File: config.mk
export PLATFORM = sky130hd
export DESIGN_NAME = zlac_access_ctrl
export DESIGN_NICKNAME = d
export VERILOG_FILES = /design/src/hw/zlac_pkg.sv /design/src/hw/zlac_access_ctrl.sv
export SDC_FILE = /design/constraint.sdc
export NUM_CORES = 1
export LEC_CHECK = 0
export BUFFER_PORTS_ARGS = -buffer_cell sky130_fd_sc_hd__buf_2
export CORE_AREA = 2 2 95 97
export DETAILED_ROUTE_END_ITERATION = 8
export DIE_AREA = 0 0 97 99
export GPL_ROUTABILITY_DRIVEN = 0
export PLACE_DENSITY = 0.76
export SLEW_MARGIN = 10
export SYNTH_ARGS = -nofsm -noshare
export SYNTH_HDL_FRONTEND = slang
export SYNTH_SLANG_ARGS = --single-unit
export TNS_END_PERCENT = 30
File: constraint.sdc
create_clock -name clk_i -period 3.02 [get_ports clk_i]
set_clock_uncertainty 0.1 [all_clocks]
set_input_delay 0.604 -clock clk_i [delete_from_list [all_inputs] [get_ports clk_i]]
set_output_delay 0.604 -clock clk_i [all_outputs]
set_load 0.01 [all_outputs]
File: src/hw/zlac_pkg.sv
// constants, types and encodings shared by the zone lock access control
package zlac_pkg;

    // ------------------------------------------------------------
    // lock byte encodings and config zone byte offsets
    // ------------------------------------------------------------
    localparam logic [7:0] ZLAC_UNLOCKED = 8'h55;
    localparam logic [7:0] ZLAC_LOCKED = 8'h00;
    localparam logic [6:0] ZLAC_OFS_DATA_LOCK = 7'h56;
    localparam logic [6:0] ZLAC_OFS_CFG_LOCK = 7'h57;
    localparam logic [6:0] ZLAC_OFS_SLOT_LO = 7'h58;
    localparam logic [6:0] ZLAC_OFS_SLOT_HI = 7'h59;
    localparam logic [6:0] ZLAC_OFS_FIXED_LAST = 7'h0f;
    localparam logic [6:0] ZLAC_OFS_KEYPOL = 7'h60;
    localparam int ZLAC_LOCKABLE_BIT = 5;
    localparam int ZLAC_NSLOT = 16;

    // ------------------------------------------------------------
    // OTP mode byte values
    // ------------------------------------------------------------
    localparam logic [7:0] ZLAC_OTP_READ_ONLY = 8'haa;
    localparam logic [7:0] ZLAC_OTP_CONSUME = 8'h55;

    // ------------------------------------------------------------
    // reset values
    // ------------------------------------------------------------
    localparam logic [7:0] ZLAC_RST_LOCK = 8'h00;
    localparam logic [15:0] ZLAC_RST_SLOTS = 16'h0000;

    // ------------------------------------------------------------
    // request and answer types
    // ------------------------------------------------------------
    typedef enum logic [3:0] {
        ZLAC_OP_READ = 4'h0,
        ZLAC_OP_WRITE = 4'h1,
        ZLAC_OP_PRIV_WRITE = 4'h2,
        ZLAC_OP_GENKEY = 4'h3,
        ZLAC_OP_DERIVE = 4'h4,
        ZLAC_OP_VERIFY = 4'h5,
        ZLAC_OP_LOCK_CFG = 4'h6,
        ZLAC_OP_LOCK_DATA = 4'h7,
        ZLAC_OP_LOCK_SLOT = 4'h8
    } zlac_op_t;

    typedef enum logic [1:0] {
        ZLAC_ZONE_CFG = 2'h0,
        ZLAC_ZONE_OTP = 2'h1,
        ZLAC_ZONE_DATA = 2'h2
    } zlac_zone_t;

    typedef enum logic [1:0] {
        ZLAC_RSP_OK = 2'h0,
        ZLAC_RSP_ERR_LOCK = 2'h1,
        ZLAC_RSP_ERR_POLICY = 2'h2,
        ZLAC_RSP_ERR_PARAM = 2'h3
    } zlac_rsp_t;

    typedef enum logic [1:0] {
        ZLAC_ST_LOAD = 2'b00,
        ZLAC_ST_READY = 2'b01
    } zlac_state_t;

    typedef struct packed {
        zlac_op_t op;
        zlac_zone_t zone;
        logic [3:0] slot;
        logic [6:0] addr;
        logic [7:0] wdata;
    } zlac_req_t;

    typedef struct packed {
        logic we;
        logic [6:0] addr;
        logic [7:0] wdata;
    } zlac_nvwr_t;

endpackage

File: src/hw/zlac_access_ctrl.sv
// zone and slot lock state with per-command access decision
//
// How it works
// config lock state lives in byte 87
// one lock byte 86 covers data and OTP
// lock bytes change only via lock command
// locked never returns to unlocked
// config unlocked: data/OTP access is an error
// config unlocked only when byte equals 0x55
// config writes only while config unlocked
// config reads always allowed
// fixed low config bytes never writable
// lock command updates slot bits after lock
// data unlocked: OTP and open-slot writes allowed, reads refused
// data unlocked: slot write policy bypassed
// data locked: slot policies enforced
// data locked: OTP access follows OTP mode
// 16 slot lock bits plus lockable flags
// before config lock, writes change slot bits
// slot bit 0 refuses modifying commands
// slot lock only when lockable flag set
// slot locking checks no content CRC
// verify allowed regardless of slot bit
// host locks config, writes, then locks data
// lock state loaded from storage before use
module zlac_access_ctrl
    import zlac_pkg::*;
(
    // clock and reset
    input wire logic clk_i,
    input wire logic rst_i,
    // nonvolatile lock state image
    input wire logic [7:0] nv_cfg_lock_i,
    input wire logic [7:0] nv_data_lock_i,
    input wire logic [15:0] nv_slot_lock_i,
    input wire logic [15:0] nv_lockable_i,
    input wire logic [7:0] otp_mode_i,
    // per-slot policy outcome from the policy decoder
    input wire logic pol_rd_ok_i,
    input wire logic pol_wr_ok_i,
    // command request
    input wire logic req_valid_i,
    input wire zlac_req_t req_i,
    output logic req_ready_o,
    // command answer
    output logic rsp_valid_o,
    output zlac_rsp_t rsp_code_o,
    // nonvolatile write-back
    output zlac_nvwr_t nv_wr_o,
    // lock status
    output logic cfg_locked_o,
    output logic data_locked_o,
    output logic [15:0] slot_lock_o
);

    // ------------------------------------------------------------
    // state
    // ------------------------------------------------------------
    zlac_state_t state_q;
    zlac_state_t state_d;
    logic [7:0] cfg_lock_q;
    logic [7:0] data_lock_q;
    logic [15:0] slot_lock_q;
    logic [15:0] lockable_q;
    zlac_rsp_t code_d;
    logic [7:0] cfg_lock_d;
    logic [7:0] data_lock_d;
    logic [15:0] slot_lock_d;
    logic [15:0] lockable_d;
    zlac_nvwr_t nvwr_d;

    // ------------------------------------------------------------
    // decode
    // ------------------------------------------------------------
    wire logic take = req_valid_i && (state_q == ZLAC_ST_READY);
    wire logic cfg_unl = (cfg_lock_q == ZLAC_UNLOCKED);
    wire logic data_unl = (data_lock_q == ZLAC_UNLOCKED);
    wire logic slot_open = slot_lock_q[req_i.slot];
    wire logic slot_lockable = lockable_q[req_i.slot];
    wire logic is_cfg = (req_i.zone == ZLAC_ZONE_CFG);
    wire logic is_otp = (req_i.zone == ZLAC_ZONE_OTP);
    wire logic is_lock_byte = (req_i.addr == ZLAC_OFS_DATA_LOCK) ||
        (req_i.addr == ZLAC_OFS_CFG_LOCK);

    wire logic cfg_wr_ok = cfg_unl && !is_lock_byte &&
        (req_i.addr > ZLAC_OFS_FIXED_LAST);
    wire logic wr_slot_lo = (req_i.addr == ZLAC_OFS_SLOT_LO);
    wire logic wr_slot_hi = (req_i.addr == ZLAC_OFS_SLOT_HI);
    wire logic wr_keypol = (req_i.addr >= ZLAC_OFS_KEYPOL) &&
        !req_i.addr[0];
    wire logic [3:0] keypol_slot = req_i.addr[4:1];
    wire logic otp_rd_mode = (otp_mode_i == ZLAC_OTP_READ_ONLY) ||
        (otp_mode_i == ZLAC_OTP_CONSUME);
    wire logic otp_wr_mode = (otp_mode_i == ZLAC_OTP_CONSUME);

    // ------------------------------------------------------------
    // slot lock write-back
    // ------------------------------------------------------------
    // clearing one bit rewrites the whole byte that holds it
    wire logic [15:0] slot_cleared = slot_lock_q &
        ~(16'h0001 << req_i.slot);
    wire logic [6:0] slot_byte_addr = req_i.slot[3] ? ZLAC_OFS_SLOT_HI
        : ZLAC_OFS_SLOT_LO;
    wire logic [7:0] slot_byte_data = req_i.slot[3] ? slot_cleared[15:8]
        : slot_cleared[7:0];

    // ------------------------------------------------------------
    // access decision and lock updates
    // ------------------------------------------------------------
    always_comb
    begin
        code_d = ZLAC_RSP_OK;
        cfg_lock_d = cfg_lock_q;
        data_lock_d = data_lock_q;
        slot_lock_d = slot_lock_q;
        lockable_d = lockable_q;
        nvwr_d = '0;
        case (req_i.op)
            ZLAC_OP_READ:
            begin
                if (is_cfg)
                    code_d = ZLAC_RSP_OK;
                else if (cfg_unl || data_unl)
                    code_d = ZLAC_RSP_ERR_LOCK;
                else if (is_otp)
                    code_d = otp_rd_mode ? ZLAC_RSP_OK
                        : ZLAC_RSP_ERR_POLICY;
                else
                    code_d = pol_rd_ok_i ? ZLAC_RSP_OK
                        : ZLAC_RSP_ERR_POLICY;
            end
            ZLAC_OP_WRITE:
            begin
                if (is_cfg)
                begin
                    if (!cfg_wr_ok)
                        code_d = ZLAC_RSP_ERR_LOCK;
                    else
                    begin
                        // plain writes reach slot bits pre-lock only
                        if (wr_slot_lo)
                            slot_lock_d[7:0] = req_i.wdata;
                        if (wr_slot_hi)
                            slot_lock_d[15:8] = req_i.wdata;
                        if (wr_keypol)
                            lockable_d[keypol_slot] =
                                req_i.wdata[ZLAC_LOCKABLE_BIT];
                    end
                end
                else if (cfg_unl)
                    code_d = ZLAC_RSP_ERR_LOCK;
                else if (is_otp)
                    code_d = (data_unl || otp_wr_mode) ? ZLAC_RSP_OK
                        : ZLAC_RSP_ERR_POLICY;
                else if (!slot_open)
                    code_d = ZLAC_RSP_ERR_LOCK;
                else if (data_unl)
                    code_d = ZLAC_RSP_OK;
                else
                    code_d = pol_wr_ok_i ? ZLAC_RSP_OK
                        : ZLAC_RSP_ERR_POLICY;
            end
            ZLAC_OP_PRIV_WRITE, ZLAC_OP_GENKEY, ZLAC_OP_DERIVE:
            begin
                if (cfg_unl)
                    code_d = ZLAC_RSP_ERR_LOCK;
                else if (!slot_open)
                    code_d = ZLAC_RSP_ERR_LOCK;
                else if (data_unl)
                    code_d = ZLAC_RSP_OK;
                else
                    code_d = pol_wr_ok_i ? ZLAC_RSP_OK
                        : ZLAC_RSP_ERR_POLICY;
            end
            ZLAC_OP_VERIFY:
                code_d = ZLAC_RSP_OK;
            ZLAC_OP_LOCK_CFG:
            begin
                if (!cfg_unl)
                    code_d = ZLAC_RSP_ERR_LOCK;
                else
                begin
                    cfg_lock_d = ZLAC_LOCKED;
                    nvwr_d = '{1'b1, ZLAC_OFS_CFG_LOCK, ZLAC_LOCKED};
                end
            end
            ZLAC_OP_LOCK_DATA:
            begin
                // data lock needs config locked first
                if (cfg_unl || !data_unl)
                    code_d = ZLAC_RSP_ERR_LOCK;
                else
                begin
                    data_lock_d = ZLAC_LOCKED;
                    nvwr_d = '{1'b1, ZLAC_OFS_DATA_LOCK, ZLAC_LOCKED};
                end
            end
            ZLAC_OP_LOCK_SLOT:
            begin
                // no content check here; host validates beforehand
                if (cfg_unl)
                    code_d = ZLAC_RSP_ERR_LOCK;
                else if (!slot_open || !slot_lockable)
                    code_d = ZLAC_RSP_ERR_LOCK;
                else
                begin
                    slot_lock_d = slot_cleared;
                    nvwr_d = '{1'b1, slot_byte_addr, slot_byte_data};
                end
            end
            default:
                code_d = ZLAC_RSP_ERR_PARAM;
        endcase
    end

    // ------------------------------------------------------------
    // load sequencing
    // ------------------------------------------------------------
    // requests wait out the single load cycle
    always_comb
    begin
        case (state_q)
            ZLAC_ST_LOAD:
                state_d = ZLAC_ST_READY;
            ZLAC_ST_READY:
                state_d = ZLAC_ST_READY;
            default:
                state_d = ZLAC_ST_LOAD;
        endcase
    end

    // ------------------------------------------------------------
    // output selection
    // ------------------------------------------------------------
    // answer fields are zero whenever no request was taken
    wire zlac_rsp_t code_out = take ? code_d : ZLAC_RSP_OK;
    wire zlac_nvwr_t nvwr_out = take ? nvwr_d : '0;
    wire logic cfg_locked_d = (cfg_lock_q != ZLAC_UNLOCKED);
    wire logic data_locked_d = (data_lock_q != ZLAC_UNLOCKED);

    // ------------------------------------------------------------
    // load from storage, then serve requests
    // ------------------------------------------------------------
    // held locked until the image is loaded, so nothing leaks early
    always_ff @(posedge clk_i or posedge rst_i)
    begin
        if (rst_i)
        begin
            state_q <= ZLAC_ST_LOAD;
            cfg_lock_q <= ZLAC_RST_LOCK;
            data_lock_q <= ZLAC_RST_LOCK;
            slot_lock_q <= ZLAC_RST_SLOTS;
            lockable_q <= ZLAC_RST_SLOTS;
        end
        else if (state_q == ZLAC_ST_LOAD)
        begin
            state_q <= state_d;
            cfg_lock_q <= nv_cfg_lock_i;
            data_lock_q <= nv_data_lock_i;
            slot_lock_q <= nv_slot_lock_i;
            lockable_q <= nv_lockable_i;
        end
        else if (take)
        begin
            cfg_lock_q <= cfg_lock_d;
            data_lock_q <= data_lock_d;
            slot_lock_q <= slot_lock_d;
            lockable_q <= lockable_d;
        end
    end

    // ------------------------------------------------------------
    // registered outputs
    // ------------------------------------------------------------
    always_ff @(posedge clk_i or posedge rst_i)
    begin
        if (rst_i)
        begin
            req_ready_o <= 1'b0;
            rsp_valid_o <= 1'b0;
            rsp_code_o <= ZLAC_RSP_OK;
            nv_wr_o <= '0;
        end
        else
        begin
            req_ready_o <= 1'b1;
            rsp_valid_o <= take;
            rsp_code_o <= code_out;
            nv_wr_o <= nvwr_out;
        end
    end

    always_ff @(posedge clk_i or posedge rst_i)
    begin
        if (rst_i)
        begin
            cfg_locked_o <= 1'b1;
            data_locked_o <= 1'b1;
            slot_lock_o <= ZLAC_RST_SLOTS;
        end
        else
        begin
            cfg_locked_o <= cfg_locked_d;
            data_locked_o <= data_locked_d;
            slot_lock_o <= slot_lock_q;
        end
    end

endmodule

Yosys cells after proc, flatten, opt, wreduce, memory -nomap -nowiden --
Cells that the tools add are included. W data, S select, Z words.
Storage, ports and cells: flip-flop bits (word level) 87, output and inout port bits 38
Operators by class: $lt $le $gt $ge 5, equal/unequal tests 26, shift operators 1, mux-type cells 58, bitwise gates (word level) 2, reductions and logical operators 34
Operators by type and width (number):
- $mux W16 | 17
- $mux W8 | 11
- $pmux W16 S3 | 1
- $pmux W16 S2 | 1
- $eq A7 B7 Y1 const B | 4
- $mux W2 | 14
- $eq A8 B7 Y1 const B | 3
- $ne A3 B3 Y1 const B | 6
- $and A16 B16 Y16 | 1
- $bwmux W16 | 1
- $eq A4 B3 Y1 const B | 4
- $ne A8 B7 Y1 const B | 2
- $not A16 Y16 | 1
- $reduce_bool A2 Y1 | 8
- $shl A1 B4 Y16 const A | 1
- $pmux W2 S7 | 1
- $reduce_and A7 Y1 | 2
- $lt A4 B5 Y1 const B | 2
- $mux W1 | 9
- $bmux W1 S4 | 2
- $eq A4 B2 Y1 const B | 2
- $eq A8 B8 Y1 const B | 1
- $ge A7 B7 Y1 const B | 1
- $gt A7 B4 Y1 const B | 1
- 15 further kinds | 30

Depth between registers and ports, before layout --
Gate-level depths: netlist of the first run.
word-level depth 11, mapped depth 9, mapped depth without buffers 7

Worst setup path after synthesis of the first run --
OpenSTA, ideal clock, no wires.
path kind input to register, start input req_i[15] (netlist bit), end register slot_lock_q[0], library setup time 0.128 ns, arrival time 2.473 ns, required time 2.792 ns, path slack 0.320 ns, cell stages on the path 7, cells stage by stage buf_6 -> mux4_1 -> mux4_2 -> clkinv_2 -> o211ai_4 -> nand2_2 -> mux2_1
Between the ends: longest elaborated chain between the ends 8
RTL lines:
- from (decl) | line zlac_access_ctrl.sv:43 | input wire zlac_req_t req_i,
- parallel branches: the longest is 8 deep, another holds $reduce_and A7 Y1
- to (signal assigned) | line zlac_access_ctrl.sv:260 | slot_lock_q <= nv_slot_lock_i;
- to (signal assigned) | line zlac_access_ctrl.sv:267 | slot_lock_q <= slot_lock_d;
- to (decl) | line zlac_access_ctrl.sv:63 | logic [15:0] slot_lock_q;
Several ways; the timed one is not identified. The select of a mux whose other input is x is not followed. A chain may end at the register's enable or synchronous reset.

Worst setup path after layout of the first run --
start register cfg_lock_q[1], end register lockable_q[1]
Between the ends: longest elaborated chain between the ends 5
RTL lines:
- from (decl) | line zlac_access_ctrl.sv:61 | logic [7:0] cfg_lock_q;
- from (signal assigned) | line zlac_access_ctrl.sv:258 | cfg_lock_q <= nv_cfg_lock_i;
- from (signal assigned) | line zlac_access_ctrl.sv:265 | cfg_lock_q <= cfg_lock_d;
- $eq A8 B7 Y1 | line zlac_access_ctrl.sv:76 | wire logic cfg_unl = (cfg_lock_q == ZLAC_UNLOCKED);
- $logic_and A1 B1 Y1 (2 in a row) | line zlac_access_ctrl.sv:85 | wire logic cfg_wr_ok = cfg_unl && !is_lock_byte &&
- $reduce_bool A2 Y1 (no line)
- $reduce_and A5 Y1 (no line)
- to (signal assigned) | line zlac_access_ctrl.sv:261 | lockable_q <= nv_lockable_i;
- to (signal assigned) | line zlac_access_ctrl.sv:268 | lockable_q <= lockable_d;
- to (decl) | line zlac_access_ctrl.sv:64 | logic [15:0] lockable_q;
Every way passes these cells.

==> metrics.cfg, run 1 <==
[clock_network]
cts_resized=0
clk_pin_slew_worst_paths_ps=90
clock_latency_ps=360
postCtsHoldBufs=0
cts_tree=built
cts_sinks=83
htreeDepth=3
cts_buffer_depth=2
post_cts_buffers=0
cts-root-buf=clkbuf_8
numCtsBuffers=9

[synthesis]
synth.avg_cell_area_um2=10.6
synth_common_cells=dfrtp_1, nor2_1, nand2_1, a21oi_1
synth.distinct_cells=56
async_reset_ff_share_pct=100
ys_seq_area_share_pct=47.5
yosysMostFrequentCell=dfrtp_1
yosys_warnings=0
synth_seq_cells=83
synth_area_mm2=0.00438
synth_largest_area_cell=dfrtp_1
synthCells=415
yosysTopAreaCellShare_pct=46.3
synth-main-ff-cell=dfrtp_1
synth_edf_count=0
yosys-top-cells-area=dfrtp_1, mux2i_1, nor2_1

[global_route]
grt_overflow=0
grt_pass1_wl_mm=18.4
grt_pass1_vias=3639
grt_max_degree=84
grt_usage_pct=24.1
antenna_found_initial=0

[floorplanning]
die_area_mm2=0.00960
num_rows=34
core_mm2=0.00855
io_pins=124
die_w_um=97
fp.dieH_um=99
start_util_pct=51.2

[routing]
wl_mm=11.1
wl_per_cell_um=17.3
firstDrtPassIters=5
ant_nets=0
drc=0
vias=3775
drt-initial-drc-count=277
routed_via_density=5.85

[sta]
tns_ps=0
hold_violations=0
tightestPinTransition_ps=680
worst_slack_ps=361
finalSetupViolCount=0
fin_crit_sh_pct=88.0
slew_violations=0
fin_crit_ps=2660
rsz0062_at_grt=no
max_slew_margin_pct=54.5
fmax_mhz=376

[cells_and_area]
multiInputGateArea_mm2=0.00213
final_cell_area_mm2=0.00536
register_area_mm2=0.00208
area.growth.synth_to_final_pct=22.3
antenna_cells=0
drive_gt1_share_pct=33.7
nFillCells=720
final_nets=618

[placed_design]
dp_hpwl_mm=8.06
pre_cts_slack_ps=2.00
placed_area_mm2=0.00512
portBuffers=122

[pwr]
power.leakage_nw=2.51
power_mw=2.73
ir_drop_mv=0.259
powerDensity_mw_per_mm2=510

[critical_path]
critPathKind=flop to flop
critPathLaunch=cfg_lock_q[1]$_DFFE_PP0P_
start_kind=flop
arrival_ps=2820
cp_max_fo=11
critPathCaptureType=flop
required_ps=3180
r2r-start=cfg_lock_q[1]$_DFFE_PP0P_

[outcome]
outcome=completed

[min_path]
hold_path.class=primary input to asynchronous set/reset pin

[job]
cap_violations=0

==> cell usage in the layout (no fill, tap or decap), types with 12 or more instances in the layout <==
cell,n
a211oi_1,19
nand3_1,12
nand2_1,34
a22o_1,17
nor2_1,46
a31oi_1,19
mux2i_1,18
a21oi_1,24
buf_2,122
dfrtp_1,80
==> report_power, final <==
part	leakage, nW	internal (mW)	switching, mW
logic	1.40	0.228	0.231
clock network	0.121	0.553	0.414
registers	0.988	1.21	0.0892
total	2.51	2.00	0.735
==> per-layer routing <==
metal | vias to the layer above | track usage [%] | wire length, um
li1 | 1758 | - | -
met1 | 1793 | 32.4 | 4700
met2 | 198 | 38.4 | 5320
met3 | 26 | 5.82 | 886
met4 | 0 | 8.67 | 240
met5 | - | 0 | 0
==> critical path, stage by stage (launching register included) <==
cell and delay [ps]:
dfrtp_1 390, nor4bb_1 450, and2_0 360, inv_1 250
nor4_1 590, a211oi_1 150, a211oi_1 270
==> worst paths after layout <==
check	to	slack [ps]	cells past startpoint
min in group clk_i	cfg_lock_q[0]$_DFFE_PP0P_	370	2
max in group asynchronous	state_q[0]$_DFFE_PP0N_	2250	3
setup / recovery	lockable_q[1]$_DFFE_PP0P_	360	6
hold reg to reg	slot_lock_o[2]$_DFF_PP0_	370	0
hold / removal	req_ready_o$_DFF_PP0_	230	3
setup reg to reg	lockable_q[1]$_DFFE_PP0P_	360	6
==> state kept, by name (all words and copies together) (netlist names), 2 cells and up <==
register / count
nv_wr_o: 12
slot_lock_q: 16
lockable_q: 16
cfg_lock_q: 8
data_lock_q: 8
rsp_code_o: 2
slot_lock_o: 16
==> cell type report <==
cell class              instances  share of cell area [%]
well taps                     108                    2.52
clock buffers                  10                    2.38
clock inverters                 6                    2.10
repair buffers                135                    13.7
multi-input cells             293                    39.7
flip-flops and latches         83                    38.8
inverters                      10                   0.747
==> metrics by stage <==
| step | hold slack, ps | util (%) | instances |
|---|---|---|---|
| 6_report | 230 | 62.6 | 645 |
| 5_1_grt | 274 | 62.6 | 645 |
| 2_1_floorplan | 299 | - | 416 |
| 3_3_place_gp | 352 | 59.8 | 629 |
| 4_1_cts | 242 | 62.6 | 645 |
| 3_5_place_dp | 342 | 59.8 | 629 |
==> cell families (layout without fill, tap and decap cells) <==
logic type / count (synthesis) / after routing / synth area share, %
flip-flops: 83 / 83 / 47.5
AO/OA/AOI/OAI: 98 / 98 / 16.0
other: 2 / 3 / 0.171
multiplexers: 45 / 45 / 14.5
AND/OR/NAND/NOR: 147 / 147 / 17.6
buffers and inverters: 40 / 161 / 4.26
(Power assumes the default switching activity.)
==> run 2: changes to the inputs <==
Settings changed: MAX_ROUTING_LAYER from default to met4.
==> run 2 against run 1 <==
  * Via count is essentially flat
  * Combinational power is essentially flat
  * Highest routed layer unchanged
  * Sequential cell count is the same
  * Global-route usage grew 0.77 points
  * Routed wire length shrank 0.29%
  * Non-clock buffer count is the same
  * Largest power group unchanged
  * Critical endpoint is now slot_lock_q[5]$_DFFE_PP0P_
  * Clock-buffer cell count is the same
  * Core utilization is the same
  * Register-to-register slack gained 40 ps
  * Die area is the same
  * Sequential power is essentially flat
==> metrics.cfg, run 2 (synthesized netlist as in run 1, its figures left out) <==
[placed_design]
pre_cts_slack_ps=2.00  ; unchanged
dp_hpwl_mm=8.06  ; unchanged
portBuffers=122  ; unchanged

[routing]
drt-initial-drc-count=261  ; -5.8%
routed_via_density=5.85  ; about the same
wl_met2_mm=5.40  ; +1.5%
wl_per_cell_um=17.2  ; -0.29%
top_layer=met4
firstDrtPassIters=5  ; unchanged
ant_nets=0  ; unchanged
wl_met3_um=801  ; -9.6%
drc=0  ; unchanged
wl_mm=11.1  ; -0.29%
met1Wirelength_mm=4.76  ; +1.3%
vias=3774  ; -0.026%

[sta]
fmax_mhz=377  ; +0.16%
fin_crit_ps=2650  ; -4.35 ps
worst_slack_ps=365  ; +4.35 ps
tightestPinTransition_ps=731  ; +51.6 ps
max_slew_margin_pct=51.0  ; -3.5 points
hold_violations=0  ; unchanged
tns_ps=0  ; unchanged
slew_violations=0  ; unchanged
fin_crit_sh_pct=87.9  ; -0.14 points
rsz0062_at_grt=no
finalSetupViolCount=0  ; unchanged

[clock_network]
cts_tree=built
htreeDepth=3  ; unchanged
numCtsBuffers=9  ; unchanged
clk_pin_slew_worst_paths_ps=80  ; about the same
cts-root-buf=clkbuf_8
clock_latency_ps=360  ; about the same
cts_buffer_depth=2  ; unchanged
cts_resized=0  ; unchanged
cts_sinks=83  ; unchanged
post_cts_buffers=0  ; unchanged
postCtsHoldBufs=0  ; unchanged

[global_route]
grt_max_degree=84  ; unchanged
grt_pass1_vias=3629  ; -0.27%
grt_pass1_wl_mm=18.4  ; +0.11%
grt_overflow=0  ; unchanged
antenna_found_initial=0  ; unchanged
grt_usage_pct=24.8  ; +0.77 points

[critical_path]
start_kind=primary input
critPathCaptureType=flop
arrival_ps=2790  ; -30 ps
cp_max_fo=12  ; +1
critPathKind=primary input to flop
required_ps=3160  ; -20 ps

[pwr]
power_mw=2.73  ; about the same
ir_drop_mv=0.258  ; -0.56%
power.leakage_nw=2.51  ; unchanged
powerDensity_mw_per_mm2=509  ; about the same

[job]
cap_violations=0  ; unchanged

[cells_and_area]
final_common_cell=buf_2
final_cell_mix=buf_2, dfrtp_1, nor2_1
postLayoutCoreUtil_pct=62.6  ; unchanged
drive_gt1_share_pct=33.7  ; unchanged
top_regs=lockable_q (16), slot_lock_o (16), slot_lock_q (16)
final_nets=618  ; unchanged
multiInputGateArea_mm2=0.00213  ; unchanged
nFillCells=720  ; unchanged
antenna_cells=0  ; unchanged
register_area_mm2=0.00208  ; unchanged
area.growth.synth_to_final_pct=22.3  ; unchanged

[floorplanning]
fp.dieH_um=99  ; unchanged
num_rows=34  ; unchanged
die_w_um=97  ; unchanged
die_area_mm2=0.00960  ; unchanged
core_mm2=0.00855  ; unchanged
start_util_pct=51.2  ; unchanged
io_pins=124  ; unchanged

[min_path]
hold_path.class=primary input to asynchronous set/reset pin

[outcome]
outcome=completed

-- run 2: worst paths after layout --
path,from,end,slack [ps],cells after the start
setup / recovery,req_i[15],slot_lock_q[5]$_DFFE_PP0P_,370,7
hold / removal,rst_i,req_ready_o$_DFF_PP0_,230,3
hold reg to reg,slot_lock_q[2]$_DFFE_PP0P_,slot_lock_o[2]$_DFF_PP0_,370,0
setup reg to reg,cfg_lock_q[1]$_DFFE_PP0P_,lockable_q[1]$_DFFE_PP0P_,400,6
min in group clk_i,nv_cfg_lock_i[0],cfg_lock_q[0]$_DFFE_PP0P_,370,2
max in group asynchronous,rst_i,cfg_locked_o$_DFF_PP1_,2250,3
-- run 2: layout make-up --
class	instances	area share, %
Clock buffer	10	2.38
Clock inverter	6	2.10
Inverter	10	0.747
Multi-Input combinational cell	293	39.7
Sequential cell	83	38.8
Tap cell	108	2.52
Timing Repair Buffer	135	13.7
-- run 2: metrics by stage --
| stage | hold WS [ps] | cell area (um^2) | cells |
|---|---|---|---|
| final | 230 | 5360 | 645 |
| after CTS | 242 | 5360 | 645 |
| after detailed placement | 342 | 5120 | 629 |
| after global placement | 352 | 5120 | 629 |
| after global routing | 280 | 5360 | 645 |
| after floorplan | 299 | 4380 | 416 |
-- run 2: metal layers --
| layer | up-vias | GRT usage (%) |
|---|---|---|
| met5 | - | - |
| met4 | 0 | 7.69 |
| met3 | 13 | 5.82 |
| met2 | 171 | 38.2 |
| met1 | 1836 | 33.0 |
| li1 | 1754 | - |
-- run 2: power breakdown --
group	total, mW	leakage [nW]	switching [mW]	internal (mW)
Combinational	0.459	1.40	0.231	0.228
Sequential	1.30	0.988	0.0893	1.21
Clock	0.965	0.121	0.412	0.553
Total	2.73	2.51	0.732	2.00
-- run 2: worst max-delay path: stages --
cell and delay (ps):
buf_2 280, mux4_1 590, mux2_2 290, mux2i_1 310
o211ai_4 130, nand2_2 230, mux2_1 360
==> run 3: changes to the inputs <==
Settings changed: CELL_PAD_IN_SITES_DETAIL_PLACEMENT from default to 1, CELL_PAD_IN_SITES_GLOBAL_PLACEMENT from default to 1, CORE_AREA 2 2 95 97 to 2 2 108 110, DIE_AREA 0 0 97 99 to 0 0 110 112.
==> run 3 against run 2 <==
  * Sequential power barely moved
  * Routed wire length rose by 18%
  * Setup slack got worse by 52 ps
  * First-iteration DRC count fell by 34%
  * Total power rose by 8.9%
  * Combinational power rose by 4%
  * Design area rose by 2.5%
  * Maximum frequency fell by 1.9%
  * Non-clock buffer count rose by 2
  * Global-route usage fell by 1.7 points
  * Clock-buffer cell count rose by 2
  * Largest cell class unchanged
==> metrics.cfg, run 3 (synthesized netlist as in run 1, its figures left out) <==
[critical_path]
cp_max_fo=11  ; -1
regToRegSetupSlack_ps=310  ; -90 ps
critPathKind=flop to flop
reg2regPathDepth=6  ; unchanged
critical_path.max_stage_delay_ps=620  ; +30 ps
r2r-start=cfg_lock_q[5]$_DFFE_PP0P_
critPathCaptureType=flop
slowest_stage=nor4_1
arrival_ps=2850  ; +60 ps
reg2reg_to=lockable_q[1]$_DFFE_PP0P_
crit_chain=nor4bb_1 > and2_0 > inv_1 > nor4_1 > a211oi_1 > a211oi_1
required_ps=3170  ; about the same
start_kind=flop
cp_common_cell=a211oi_1

[pwr]
ir_drop_mv=0.243  ; -5.6%
powerDensity_mw_per_mm2=541  ; +6.3%
power.leakage_nw=2.55  ; +1.4%

[floorplanning]
fp.dieH_um=112  ; +13%
die_area_mm2=0.0123  ; +28%
die_w_um=110  ; +13%
io_pins=124  ; unchanged
num_rows=39  ; +15%
core_mm2=0.0112  ; +31%
start_util_pct=39.2  ; -12 points

[cells_and_area]
antenna_cells=0  ; unchanged
final_cell_mix=buf_2, dfrtp_1, nor2_1
final_nets=620  ; +0.32%
top_regs=lockable_q (16), slot_lock_o (16), slot_lock_q (16)
drive_gt1_share_pct=33.6  ; -0.13 points
final_common_cell=buf_2
area.growth.synth_to_final_pct=25.3
postLayoutCoreUtil_pct=49.1  ; -14 points
final_cell_area_mm2=0.00549  ; +2.5%

[global_route]
grt_usage_pct=23.2  ; -1.7 points
grt_max_degree=84  ; unchanged
grt_pass1_wl_mm=21.3  ; +15%
antenna_found_initial=0  ; unchanged
grt_pass1_vias=4084  ; +13%
grt_overflow=0  ; unchanged

[clock_network]
post_cts_buffers=0  ; unchanged
clock_latency_ps=350  ; about the same
cts_buffer_depth=2  ; unchanged
cts-root-buf=clkbuf_16
cts_sinks=83  ; unchanged
clk_pin_slew_worst_paths_ps=60  ; -20 ps
numCtsBuffers=9  ; unchanged
htreeDepth=3  ; unchanged
postCtsHoldBufs=0  ; unchanged
cts_resized=0  ; unchanged
cts_tree=built

[routing]
drt-initial-drc-count=171  ; -34%
drc=0  ; unchanged
vias=3798  ; +0.64%
wl_per_cell_um=19.2  ; +11%
ant_nets=0  ; unchanged
routed_via_density=5.57  ; -4.8%
wl_mm=13.1  ; +18%
firstDrtPassIters=4  ; -1

[sta]
tns_ps=0  ; unchanged
finalSetupViolCount=0  ; unchanged
rsz0062_at_grt=no
max_slew_margin_pct=42.7  ; -8.3 points
worst_slack_ps=314  ; -51.7 ps
fmax_mhz=369  ; -1.9%
fin_crit_sh_pct=89.6  ; +1.7 points
tightestPinTransition_ps=855  ; +124 ps
fin_crit_ps=2710  ; +51.7 ps
hold_violations=0  ; unchanged
slew_violations=0  ; unchanged

[placed_design]
portBuffers=122  ; unchanged
pre_cts_slack_ps=-9.87  ; -11.9 ps
dp_hpwl_mm=9.32  ; +16%
placed_area_mm2=0.00517  ; +1.1%

[min_path]
hold_path.class=primary input to asynchronous set/reset pin

[outcome]
outcome=completed

[job]
cap_violations=0  ; unchanged

[run 3: changes by cell type in the layout (fill, tap and decap cells not counted)]
cell and change:
clkbuf_16 +9, clkbuf_8 -9, inv_6 -1, bufinv_16 -1, clkinvlp_4 +1, clkinv_2 -1
clkbuf_1 +2, buf_4 +2
[run 3: metal layers]
layer	GRT usage [%]	vias to the layer above	wire (um)
li1	-	1767	-
met1	30.0	1910	5870
met2	37.1	110	6470
met3	3.81	11	592
met4	7.17	0	144
met5	-	-	0
[run 3: layout make-up]
type	instances	area, um^2
multi-input cells	293	2130
well taps	143	179
inverters	10	40.0
clock inverters	4	76.3
repair buffers	137	748
flip-flops and latches	83	2080
fillers	1284	5690
clock buffers	12	236
[run 3: report_power, final]
part / internal [mW] / total (mW) / switching, mW
logic: 0.230 / 0.477 / 0.247
registers: 1.22 / 1.31 / 0.0896
clock network: 0.727 / 1.19 / 0.460
[run 3: worst max-delay path: cells and delay by family (launching register included)]
family | cells | cell delay (ps)
simple gates | 3 | 1440
buf+inv | 1 | 260
flops | 1 | 380
compound gates | 2 | 440
[run 3: worst max-delay path by stage]
stage | slack [ps] | start | endpoint
6_report | 310 | cfg_lock_q[5]$_DFFE_PP0P_ | lockable_q[1]$_DFFE_PP0P_
5_1_grt | 90 | cfg_lock_q[5]$_DFFE_PP0P_ | lockable_q[1]$_DFFE_PP0P_
4_1_cts | 310 | cfg_lock_q[5]$_DFFE_PP0P_ | lockable_q[1]$_DFFE_PP0P_
3_5_place_dp | -10 | req_i[15] | slot_lock_q[3]$_DFFE_PP0P_
3_3_place_gp | 70 | req_i[15] | slot_lock_q[5]$_DFFE_PP0P_
2_1_floorplan | 180 | rst_i | cfg_lock_q[0]$_DFFE_PP0P_
[run 3: stage by stage]
step           total power, mW  hold WS [ps]  cells
3_5_place_dp              1.80           364    666
5_1_grt                   3.10           277    682
2_1_floorplan             1.59           299    416
3_3_place_gp              1.78           363    666
6_report                  2.97           220    682
4_1_cts                   2.99           265    682
